--- src/common/pfh_pkg.sv ---
// Constants shared by the parallel flash host controller.
// Assumes a 32-bit APB register port and a 200 MHz pclk.
package pfh_pkg;
  localparam int unsigned CLK_NS = 5;

  localparam logic [7:0] REG_CTRL   = 8'h00;
  localparam logic [7:0] REG_ADDR   = 8'h04;
  localparam logic [7:0] REG_WDATA  = 8'h08;
  localparam logic [7:0] REG_STATUS = 8'h0c;

  localparam int unsigned CTRL_OP_LSB  = 0;
  localparam int unsigned CTRL_GO      = 3;
  localparam int unsigned CTRL_BYPASS  = 4;
  localparam int unsigned CTRL_A9HV    = 5;
  localparam int unsigned CTRL_TEMPUNP = 6;

  localparam int unsigned ST_BUSY      = 0;
  localparam int unsigned ST_READY_PIN = 1;
  localparam int unsigned ST_CUT       = 2;
  localparam int unsigned ST_RDATA_LSB = 8;

  localparam logic [2:0] OP_READ      = 3'h0;
  localparam logic [2:0] OP_WRITE     = 3'h1;
  localparam logic [2:0] OP_PROG      = 3'h2;
  localparam logic [2:0] OP_RESET     = 3'h3;
  localparam logic [2:0] OP_PROTECT   = 3'h4;
  localparam logic [2:0] OP_UNPROTECT = 3'h5;

  localparam int unsigned ACCESS_NS        = 70;
  localparam int unsigned WE_PULSE_NS      = 35;
  localparam int unsigned INIT_PULSE_NS    = 500;
  localparam int unsigned INIT_RECOVERY_NS = 20000;

  localparam logic [19:0] UNLOCK1_ADDR = 20'h00555;
  localparam logic [19:0] UNLOCK2_ADDR = 20'h002aa;
  localparam logic [7:0]  UNLOCK1_DATA = 8'haa;
  localparam logic [7:0]  UNLOCK2_DATA = 8'h55;
  localparam logic [7:0]  PROG_SETUP   = 8'ha0;

  typedef enum logic [2:0] {
    ST_IDLE, ST_RD, ST_WR_SET, ST_WR_LOW, ST_WR_HOLD, ST_WAIT_RDY, ST_RST_LOW, ST_RST_REC
  } pfh_state_t;
endpackage

--- src/design/pfh_ctrl.sv ---
// Host controller that drives a byte-wide parallel NOR flash through its pins.
// Software commands it over APB; the flash pins are taken as synchronous to pclk.
`timescale 1ns/1ps
`default_nettype none
module pfh_ctrl #(
  parameter int unsigned ACCESS_NS        = pfh_pkg::ACCESS_NS,
  parameter int unsigned WE_PULSE_NS      = pfh_pkg::WE_PULSE_NS,
  parameter int unsigned INIT_PULSE_NS    = pfh_pkg::INIT_PULSE_NS,
  parameter int unsigned INIT_RECOVERY_NS = pfh_pkg::INIT_RECOVERY_NS
) (
  input  wire logic        pclk,
  input  wire logic        presetn,
  input  wire logic        psel,
  input  wire logic        penable,
  input  wire logic        pwrite,
  input  wire logic [7:0]  paddr,
  input  wire logic [31:0] pwdata,
  output logic [31:0]      prdata,
  output logic             pready,
  output logic             pslverr,
  output logic [19:0]      flash_addr,
  output logic [7:0]       dq_out,
  output logic             dq_oe,
  input  wire logic [7:0]  dq_in,
  output logic             chip_select_n,
  output logic             output_gate_n,
  output logic             write_strobe_n,
  output logic             hard_init_n,
  output logic             hv_reset_en,
  output logic             hv_a9_en,
  output logic             hv_oe_en,
  input  wire logic        op_done_indicator
);
  localparam int unsigned CW = 16;
  localparam int unsigned ACC_CYC = (ACCESS_NS + pfh_pkg::CLK_NS - 1) / pfh_pkg::CLK_NS;
  localparam int unsigned WE_CYC = (WE_PULSE_NS + pfh_pkg::CLK_NS - 1) / pfh_pkg::CLK_NS;
  localparam int unsigned RP_CYC = (INIT_PULSE_NS + pfh_pkg::CLK_NS - 1) / pfh_pkg::CLK_NS;
  localparam int unsigned RDY_CYC =
    (INIT_RECOVERY_NS + pfh_pkg::CLK_NS - 1) / pfh_pkg::CLK_NS;

  if (ACC_CYC < 1 || WE_CYC < 1 || RP_CYC < 8 || RDY_CYC < 8 || RDY_CYC >= (1 << CW))
  begin : g_bad_timing
    $error("pfh_ctrl: timing parameters out of range");
  end

  pfh_pkg::pfh_state_t state;
  pfh_pkg::pfh_state_t next_state;
  logic [CW-1:0] cnt;
  logic [CW-1:0] next_cnt;
  logic [1:0]    step;
  logic [2:0]    op;
  logic          bypass;
  logic          a9hv;
  logic          tempunp;
  logic          cut;
  logic [19:0]   addr_reg;
  logic [7:0]    wdata_reg;
  logic [7:0]    rdata_reg;

  // Register port decode.
  wire acc      = psel && penable;
  wire wr_en    = acc && pwrite;
  wire hit_ctrl = paddr == pfh_pkg::REG_CTRL;
  wire hit_addr = paddr == pfh_pkg::REG_ADDR;
  wire hit_wdat = paddr == pfh_pkg::REG_WDATA;
  wire hit_stat = paddr == pfh_pkg::REG_STATUS;
  wire hit      = hit_ctrl || hit_addr || hit_wdat || hit_stat;
  wire idle     = state == pfh_pkg::ST_IDLE;
  wire busy     = !idle;
  wire ctrl_wr  = wr_en && hit_ctrl && idle;
  wire start    = ctrl_wr && pwdata[pfh_pkg::CTRL_GO];
  wire [2:0] new_op = pwdata[pfh_pkg::CTRL_OP_LSB +: 3];
  wire clr_cut  = wr_en && hit_stat && pwdata[pfh_pkg::ST_CUT];
  wire set_cut  = start && new_op == pfh_pkg::OP_RESET && !op_done_indicator;

  wire [31:0] ctrl_rd = {25'h0, tempunp, a9hv, bypass, 1'b0, op};
  wire [31:0] stat_rd = {16'h0, rdata_reg, 5'h0, cut, op_done_indicator, busy};
  assign pready  = 1'b1;
  assign pslverr = acc && !hit;
  assign prdata  = hit_ctrl ? ctrl_rd :
                   hit_addr ? {12'h0, addr_reg} :
                   hit_wdat ? {24'h0, wdata_reg} :
                   hit_stat ? stat_rd : 32'h0;

  // Operation selection and the program sequence: four steps, or two in bypass mode.
  wire is_prog   = op == pfh_pkg::OP_PROG;
  wire is_prot   = op == pfh_pkg::OP_PROTECT;
  wire is_unprot = op == pfh_pkg::OP_UNPROTECT;
  wire is_pmode  = is_prot || is_unprot;
  wire last_step = !is_prog || step == 2'd3;
  wire [1:0] first_step = (new_op == pfh_pkg::OP_PROG && !pwdata[pfh_pkg::CTRL_BYPASS]) ?
                          2'd0 : 2'd2;
  wire [19:0] prot_addr = {addr_reg[19:7], is_unprot, addr_reg[5:2], 2'b10};
  wire [19:0] prog_addr = step == 2'd0 ? pfh_pkg::UNLOCK1_ADDR :
                          step == 2'd1 ? pfh_pkg::UNLOCK2_ADDR :
                          (step == 2'd2 && !bypass) ? pfh_pkg::UNLOCK1_ADDR : addr_reg;
  wire [7:0]  prog_data = step == 2'd0 ? pfh_pkg::UNLOCK1_DATA :
                          step == 2'd1 ? pfh_pkg::UNLOCK2_DATA :
                          step == 2'd2 ? pfh_pkg::PROG_SETUP : wdata_reg;
  wire [19:0] cyc_addr  = is_pmode ? prot_addr : is_prog ? prog_addr : addr_reg;
  wire [7:0]  cyc_data  = is_prog ? prog_data : wdata_reg;

  always_comb
  begin
    next_state = state;
    next_cnt   = cnt == '0 ? cnt : cnt - 1'b1;
    case (state)
      pfh_pkg::ST_IDLE:
        if (start)
        begin
          case (new_op)
            pfh_pkg::OP_READ:
            begin
              next_state = pfh_pkg::ST_RD;
              next_cnt   = CW'(ACC_CYC - 1);
            end
            pfh_pkg::OP_RESET:
            begin
              next_state = pfh_pkg::ST_RST_LOW;
              next_cnt   = CW'(RP_CYC - 1);
            end
            pfh_pkg::OP_WRITE, pfh_pkg::OP_PROG, pfh_pkg::OP_PROTECT, pfh_pkg::OP_UNPROTECT:
              next_state = pfh_pkg::ST_WR_SET;
            default:
              next_state = pfh_pkg::ST_IDLE;
          endcase
        end
      pfh_pkg::ST_RD:
        if (cnt == '0)
          next_state = pfh_pkg::ST_IDLE;
      pfh_pkg::ST_WR_SET:
      begin
        next_state = pfh_pkg::ST_WR_LOW;
        next_cnt   = CW'(WE_CYC);
      end
      pfh_pkg::ST_WR_LOW:
        if (cnt == '0)
          next_state = pfh_pkg::ST_WR_HOLD;
      pfh_pkg::ST_WR_HOLD:
        next_state = !last_step ? pfh_pkg::ST_WR_SET :
                     is_prog ? pfh_pkg::ST_WAIT_RDY : pfh_pkg::ST_IDLE;
      pfh_pkg::ST_WAIT_RDY:
        if (op_done_indicator)
          next_state = pfh_pkg::ST_IDLE;
      pfh_pkg::ST_RST_LOW:
        if (cnt == '0)
        begin
          next_state = pfh_pkg::ST_RST_REC;
          next_cnt   = CW'(RDY_CYC - 1);
        end
      pfh_pkg::ST_RST_REC:
        if (cnt == '0 && op_done_indicator)
          next_state = pfh_pkg::ST_IDLE;
      default:
        next_state = pfh_pkg::ST_IDLE;
    endcase
  end

  // Pins come from flip-flops; address and data lead the write strobe by one cycle.
  wire n_rd     = next_state == pfh_pkg::ST_RD;
  wire n_wlow   = next_state == pfh_pkg::ST_WR_LOW;
  wire n_wcyc   = n_wlow || next_state == pfh_pkg::ST_WR_SET || next_state == pfh_pkg::ST_WR_HOLD;
  wire n_a9oe   = a9hv && is_pmode && (n_wcyc || next_state == pfh_pkg::ST_WR_HOLD);
  wire n_isprot = !a9hv && is_pmode && (n_wcyc || next_state == pfh_pkg::ST_WR_HOLD);

  always_ff @(posedge pclk or negedge presetn)
  begin
    if (!presetn)
    begin
      state          <= pfh_pkg::ST_IDLE;
      cnt            <= '0;
      step           <= 2'd0;
      op             <= pfh_pkg::OP_READ;
      bypass         <= 1'b0;
      a9hv           <= 1'b0;
      tempunp        <= 1'b0;
      cut            <= 1'b0;
      addr_reg       <= 20'h0;
      wdata_reg      <= 8'h0;
      rdata_reg      <= 8'h0;
      chip_select_n  <= 1'b1;
      output_gate_n  <= 1'b1;
      write_strobe_n <= 1'b1;
      hard_init_n    <= 1'b1;
      hv_reset_en    <= 1'b0;
      hv_a9_en       <= 1'b0;
      hv_oe_en       <= 1'b0;
      dq_oe          <= 1'b0;
      dq_out         <= 8'h0;
      flash_addr     <= 20'h0;
    end
    else
    begin
      state <= next_state;
      cnt   <= next_cnt;
      if (ctrl_wr)
      begin
        op      <= new_op;
        bypass  <= pwdata[pfh_pkg::CTRL_BYPASS];
        a9hv    <= pwdata[pfh_pkg::CTRL_A9HV];
        tempunp <= pwdata[pfh_pkg::CTRL_TEMPUNP];
      end
      if (wr_en && hit_addr && idle)
        addr_reg <= pwdata[19:0];
      if (wr_en && hit_wdat && idle)
        wdata_reg <= pwdata[7:0];
      cut <= set_cut || (cut && !clr_cut);
      if (start)
        step <= first_step;
      else if (state == pfh_pkg::ST_WR_HOLD && !last_step)
        step <= step + 2'd1;
      if (state == pfh_pkg::ST_RD && cnt == '0)
        rdata_reg <= dq_in;
      chip_select_n  <= !(n_rd || n_wcyc);
      output_gate_n  <= !n_rd;
      write_strobe_n <= !(n_wlow && state == pfh_pkg::ST_WR_LOW);
      dq_oe          <= n_wcyc;
      dq_out         <= (state == pfh_pkg::ST_WR_SET) ? cyc_data : dq_out;
      flash_addr     <= n_rd ? addr_reg : (state == pfh_pkg::ST_WR_SET) ? cyc_addr : flash_addr;
      hard_init_n    <= next_state != pfh_pkg::ST_RST_LOW;
      hv_reset_en    <= (tempunp && next_state != pfh_pkg::ST_RST_LOW) || n_isprot;
      hv_a9_en       <= (a9hv && n_rd) || n_a9oe;
      hv_oe_en       <= n_a9oe;
    end
  end

  // Helper count of write strobes within one operation.
  logic [2:0] we_falls;
  always_ff @(posedge pclk or negedge presetn)
  begin
    if (!presetn)
      we_falls <= 3'd0;
    else if (start)
      we_falls <= 3'd0;
    else if (state == pfh_pkg::ST_WR_SET)
      we_falls <= we_falls + 3'd1;
  end

  AST_RD_STROBES: assert property (@(posedge pclk) disable iff (!presetn)
    !output_gate_n |-> !chip_select_n && write_strobe_n)
    else $error("read strobes wrong");
  AST_WR_STROBES: assert property (@(posedge pclk) disable iff (!presetn)
    !write_strobe_n |-> !chip_select_n && output_gate_n && dq_oe)
    else $error("write strobes wrong");
  AST_RD_LEN: assert property (@(posedge pclk) disable iff (!presetn)
    $fell(output_gate_n) |-> !output_gate_n [*2])
    else $error("read pulse too short");
  AST_PROG_WRITES: assert property (@(posedge pclk) disable iff (!presetn)
    (state == pfh_pkg::ST_WR_HOLD && is_prog && last_step) |->
      we_falls == (bypass ? 3'd2 : 3'd4))
    else $error("program write count wrong");
  AST_RST_PULSE: assert property (@(posedge pclk) disable iff (!presetn)
    $fell(hard_init_n) |-> !hard_init_n [*8])
    else $error("reset pulse too short");
  AST_RST_QUIET: assert property (@(posedge pclk) disable iff (!presetn)
    !hard_init_n |-> chip_select_n && write_strobe_n && output_gate_n && !dq_oe)
    else $error("access during reset pulse");
  AST_RECOVERY: assert property (@(posedge pclk) disable iff (!presetn)
    $rose(hard_init_n) |-> busy [*8])
    else $error("recovery wait skipped");
  AST_PROT_ADDR: assert property (@(posedge pclk) disable iff (!presetn)
    (!write_strobe_n && is_prot) |-> flash_addr[6] == 1'b0 && flash_addr[1:0] == 2'b10)
    else $error("protect address pattern wrong");
  AST_UNPROT_ADDR: assert property (@(posedge pclk) disable iff (!presetn)
    (!write_strobe_n && is_unprot) |-> flash_addr[6] && flash_addr[1:0] == 2'b10)
    else $error("unprotect address pattern wrong");
  AST_HV_METHOD: assert property (@(posedge pclk) disable iff (!presetn)
    (!write_strobe_n && is_pmode) |-> (hv_a9_en && hv_oe_en) != hv_reset_en || tempunp)
    else $error("elevated level method wrong");
  AST_CUT_FLAG: assert property (@(posedge pclk) disable iff (!presetn)
    set_cut |=> cut)
    else $error("cut flag lost");

  COV_READ: cover property (@(posedge pclk) disable iff (!presetn)
    $rose(output_gate_n));
  COV_PROG: cover property (@(posedge pclk) disable iff (!presetn)
    state == pfh_pkg::ST_WAIT_RDY ##1 idle);
  COV_BYPASS: cover property (@(posedge pclk) disable iff (!presetn)
    state == pfh_pkg::ST_WR_HOLD && is_prog && bypass && last_step);
  COV_RESET: cover property (@(posedge pclk) disable iff (!presetn)
    $rose(hard_init_n));
endmodule
`default_nettype wire

--- config.mk ---
export PLATFORM = sky130hd
export DESIGN_NAME = pfh_ctrl
export DESIGN_NICKNAME = d
export VERILOG_FILES = /design/src/common/pfh_pkg.sv /design/src/design/pfh_ctrl.sv
export SDC_FILE = /design/constraint.sdc
export NUM_CORES = 1
export LEC_CHECK = 0
export BUFFER_PORTS_ARGS = -buffer_cell sky130_fd_sc_hd__buf_2
export CAP_MARGIN = 0
export CELL_PAD_IN_SITES_DETAIL_PLACEMENT = 1
export CELL_PAD_IN_SITES_GLOBAL_PLACEMENT = 1
export CORE_ASPECT_RATIO = 0.7
export CORE_UTILIZATION = 45
export CTS_BUF_LIST = sky130_fd_sc_hd__clkbuf_16
export CTS_CLUSTER_DIAMETER = 200
export DETAILED_ROUTE_END_ITERATION = 8
export PLACE_DENSITY_LB_ADDON = 0.1
export SYNTH_ARGS = -nofsm -noshare
export SYNTH_HDL_FRONTEND = slang
export SYNTH_SLANG_ARGS = --single-unit
--- constraint.sdc ---
create_clock -name pclk -period 4.7 [get_ports pclk]
set_clock_uncertainty 0.1 [all_clocks]
set_input_delay 0.47 -clock pclk [delete_from_list [all_inputs] [get_ports pclk]]
set_output_delay 0.47 -clock pclk [all_outputs]
set_load 0.01 [all_outputs]
# Word level (Yosys, flattened, before mapping)
# Cells that the tools add are included.
# W data, S select, Z words.
# word_totals
input_bits	54
output_inout_bits	70
ff_bits	100
wordCells	141
# classes
addsub	2
reduce_logical	59
eq_ne	26
mux	33
# op_table
cell	count
$mux W20	9
$mux W16	5
$pmux W16 S3	1
$mux W8	4
$pmux W16 S2	1
$eq A3 B3 Y1 const B	9
$logic_and A1 B1 Y1	27
$mux W3	8
$pmux W3 S8	1
$eq A3 B2 Y1 const B	7
$eq A8 B4 Y1 const B	2
$logic_not A16 Y1	1
$sub A16 B1 Y16 const B	1
$logic_not A1 Y1	12
$logic_or A1 B1 Y1	12
$eq A3 B1 Y1 const B	3
$pmux W3 S3	1
$eq A8 B3 Y1 const B	1
$logic_not A8 Y1	1
$logic_not A3 Y1	2
$mux W2	3
$eq A2 B2 Y1 const B	2
$reduce_bool A2 Y1	2
$reduce_or A4 Y1	1
other kinds (4)	4

# Depth between registers and ports, before layout
# depth
ltp_word	13
mapped_depth	11
ltp_nobuf	10

# Least setup slack after synthesis
# Ideal clock, no wire load.
# synth_path
path_type	reg-to-reg
start	register cnt[0]
end	register flash_addr[3]
path_stages_with_launch	11
synth_period_minus_slack_ns	2.871
arrival_ns	2.650
setup_ns	0.121
slack_ns	1.829
t_required_ns	4.479
path_buffers	1
path_cell_list	dfrtp_1 -> inv_1 -> ha_1 -> or4b_2 -> nor4_4 -> mux2i_1 -> a211o_4 -> nor3_4 -> inv_2 -> buf_6 -> a22o_1
# synth_via
elab_chain_len	6
elab_cells_between_ends	10
classes_between	1 x eq/ne; 6 x mux; 3 x reduce/logical
# synth_rtl
element	line	rtl
start: declaration	pfh_ctrl.sv:48	logic [CW-1:0] cnt;
start signal: assignment	pfh_ctrl.sv:195	cnt <= next_cnt;
$logic_not A16 Y1 (*)	--	
$logic_and A1 B1 Y1	pfh_ctrl.sv:152	if (cnt == '0 && op_done_indicator)
$mux W3	pfh_ctrl.sv:152	
$pmux W3 S8 (*)	pfh_ctrl.sv:107	case (state)
$eq A3 B1 Y1 (*)	pfh_ctrl.sv:160	wire n_rd = next_state == pfh_pkg::ST_RD;
$mux W20 / $reduce_bool A2 Y1 (equally long branches)	--	
end signal: assignment	pfh_ctrl.sv:219	flash_addr <= n_rd ? addr_reg : (state == pfh_pkg::ST_WR_SET) ? cyc_addr : flash_addr;
end: declaration	pfh_ctrl.sv:21	output logic [19:0] flash_addr,
# Mark *: on every way between the ends. The rest lies on a longest branch, timed or not.
# A chain may end at the register's enable or synchronous reset.

# Final worst setup path
# layout_path
start	register cnt[0]
end	register flash_addr[3]
# layout_via
elab_chain_len	6
elab_cells_between_ends	10
classes_between	1 x eq/ne; 6 x mux; 3 x reduce/logical
# layout_rtl
element	line	rtl
$logic_not A16 Y1 (*)	--	
$logic_and A1 B1 Y1	pfh_ctrl.sv:152	
$mux W3	pfh_ctrl.sv:152	
$pmux W3 S8 (*)	pfh_ctrl.sv:107	
via next_state[1]	pfh_ctrl.sv:47	pfh_pkg::pfh_state_t next_state;
$eq A3 B1 Y1 (*)	pfh_ctrl.sv:160	
$mux W20 / $reduce_bool A2 Y1 (equally long branches)	--	
# Mark *: on every way through the listed nets, which the timed path passes. The rest lies on a longest branch.

==> flow_summary.toml <==
[global_routing]
grt_antenna_before_repair = 0
grt_pass1_vias = 4427
largest_net_degree_at_the_start_of_global_routing = 71
grtUsageTotal_pct = 26.97
grt_overflow_total = 0
grt_pass1_wl_um = 24000

[place]
place_hpwl_um = 10610
io_buffer_count = 98
placed_cell_area_mm2 = 0.005756
globalplace.congestion = 0.8626

[yosys]
syn-cell-area_mm2 = 0.005152
synthesis.yosys.warnings = 0
synth_edf_count = 0
yosysUniqueCellTypes = 64
synthArstFlopShare_pct = 100.0
synthDominantAreaCellType = "dfrtp_1"
post-synth-top-area-fraction_pct = 46.62
synth_flop_cell = "dfrtp_1"
count_of_state_elements_after_synthesis = 100
synth_seq_area_share_pct = 48.66
netlist_top_cells_count = "dfrtp_1 (96), nand2_1 (41), nor2_1 (41)"
netlist_top_cells_area = "dfrtp_1 (47%), mux2_2 (8.1%), a21oi_1 (3.1%), nand2_1 (3.0%), nor2_1 (3.0%)"
yosys.cell_count.top_type = "dfrtp_1"
syn-mean-instance-area_um2 = 10.43
syn-instance-count = 494

[worst_setup_path]
r2r-start = "cnt[0]"
critical-path-slowest-cell = "o31ai_1"
worstPathCellList = "inv_1 > ha_1 > or4b_2 > nor4_4 > a21o_2 > a21o_1 > inv_2 > o31ai_1 > a22o_1"
crit_fanout = 9
critPathKind = "flip-flop to flip-flop"
timing.critical_path.buf_inv = 2
critical-path-top-delay-family = "compound AO/OA/AOI/OAI gates"
worst_setup_path_startpoint = "cnt[0]"
critPathMaxStageDelay_ps = 770
crit_path_end_kind = "flip-flop"
setup.worst_path.start_class = "flip-flop"
worst_path_arrival_time_ps = 3810
timing.critical_path.required_ps = 4890

[floorplan]
initial_core_util_pct = 46.46
die_outline_height_um = 91.53
dieWidth_um = 129.9
row_count = 32
coreArea_mm2 = 0.01109
die_area_mm2 = 0.01189
top_level_ports = 124

[sta]
final-max-slew-violation-count = 0
final-setup-viol-count = 0
rsz0062_at_grt = "false"
layout_min_cycle_time_ps = 3620
timing.final.crit_share_pct = 77.03
hold_violations = 0
tightest_slew_ps = 1104
achievable-frequency_mhz = 276.2
final.setup.tns_ps = 0
slew-limit-headroom_pct = 25.83

[cts]
cts.root.buffer_cell = "clkbuf_16"
cts_post_setup_buffers_inserted = 0
clock_tree_from_tritoncts = "built"
cts_made_buffers = 9
ctsHoldBuffers = 0
cts_repair_resize_count = 0
cts.sinks = 100
cts-root-to-sink-buffers = 2
worstSkewPairLatency_ps = 350
ctsHtreeMaxLevel = 3
worst_setup_hold_path_clk_slew_ps = 70

[power]
irDropWorstVdd_mv = 0.2855
fin_total_pwr_mw = 3.209
total_leakage_power_nw = 2.978
p_per_area_mw_per_mm2 = 528.6

[routing]
wl_um = 14700
number_of_vias_in_the_routed_layout = 4239
drt-pass1-iter-count = 4
drt-vias-per-instance = 5.690
detailedRoute.firstIterationViolations = 190
post-route-drc-count = 0
drt-wirelength-per-cell_um = 19.72
detail-route-antenna-nets = 0

[finish]
stdcell_area_mm2 = 0.006071
utilization_pct = 54.74
antennaDiodeCount = 0
fraction_of_layout_instances_using_a_drive_strength_above_1_pct = 30.41
filler_cell_count = 1284
area.growth.synth_to_final_pct = 17.82
nNetsFinal = 647

[status]
run_status = "finished, final reports clean"

[flow_run]
cap_violations = 0

[min_path]
worstHoldPathType = "input pin to asynchronous set/reset pin"
layout by cell type (no fill, tap or decap), drive strengths merged, types with 13 or more instances in the layout:
master  count
nor3       15
o21ai      15
nand3      13
buf       106
nand2      41
inv        16
mux2       37
dfrtp      96
conb       13
nor2       41
a21oi      32
where the power goes:
group / internal, mW / switching [mW] / leakage, nW / total [mW]
Clock: 0.466 / 0.329 / 0.159 / 0.794
Sequential: 1.05 / 0.141 / 1.31 / 1.19
Combinational: 0.441 / 0.782 / 1.50 / 1.22
Total: 1.96 / 1.25 / 2.98 / 3.21
through the flow:
stage,cells,setup slack (ps),hold slack (ps)
6_report,745,1080,138.2
5_1_grt,745,959.3,213.9
4_1_cts,745,1117,177.2
3_5_place_dp,729,1153,369.4
3_3_place_gp,729,1252,355.6
2_1_floorplan,505,1829,74.41
layout make-up:
class                      instances  area, um^2  area share (%)
clock buffer                       9       225.2           3.710
clock inverter                     7       90.09           1.484
inverter                          13       48.80          0.8038
multi-input combinational        357        2455           40.44
sequential                       100        2507           41.30
tap                              153       191.4           3.153
timing repair buffer             106       553.0           9.110
path summary, 6_finish.rpt:
kind | endpoint | slack, ps | depth (start not counted)
min in group pclk | rdata_reg[4] | 250 | 2
min | state[2] | 140 | 1
max in group asynchronous | addr_reg[15] | 3410 | 2
max | flash_addr[3] | 1080 | 9
max reg2reg | flash_addr[3] | 1080 | 9
min reg2reg | dq_out[5] | 380 | 2
kinds of logic (layout without fill, tap and decap cells):
logic type | after synthesis | in the layout | share of synthesized area (%)
AND/OR/NAND/NOR | 169 | 169 | 17.07
AO/OA/AOI/OAI | 112 | 112 | 15.69
flip-flops | 100 | 100 | 48.66
buffers and inverters | 48 | 135 | 4.590
multiplexers | 44 | 44 | 10.17
XOR/XNOR | 13 | 13 | 2.210
adder cells (fa/ha/maj) | 6 | 6 | 1.457
other | 2 | 13 | 0.1458
layer usage:
metal	GRT usage, %	part of all wire [%]	up-vias
li1	-	-	1958
met1	37.90	45	2138
met2	41.09	47	129
met3	7.543	6.8	14
met4	6.105	1.0	0
met5	0	0	-
(Power assumes the default switching activity.)
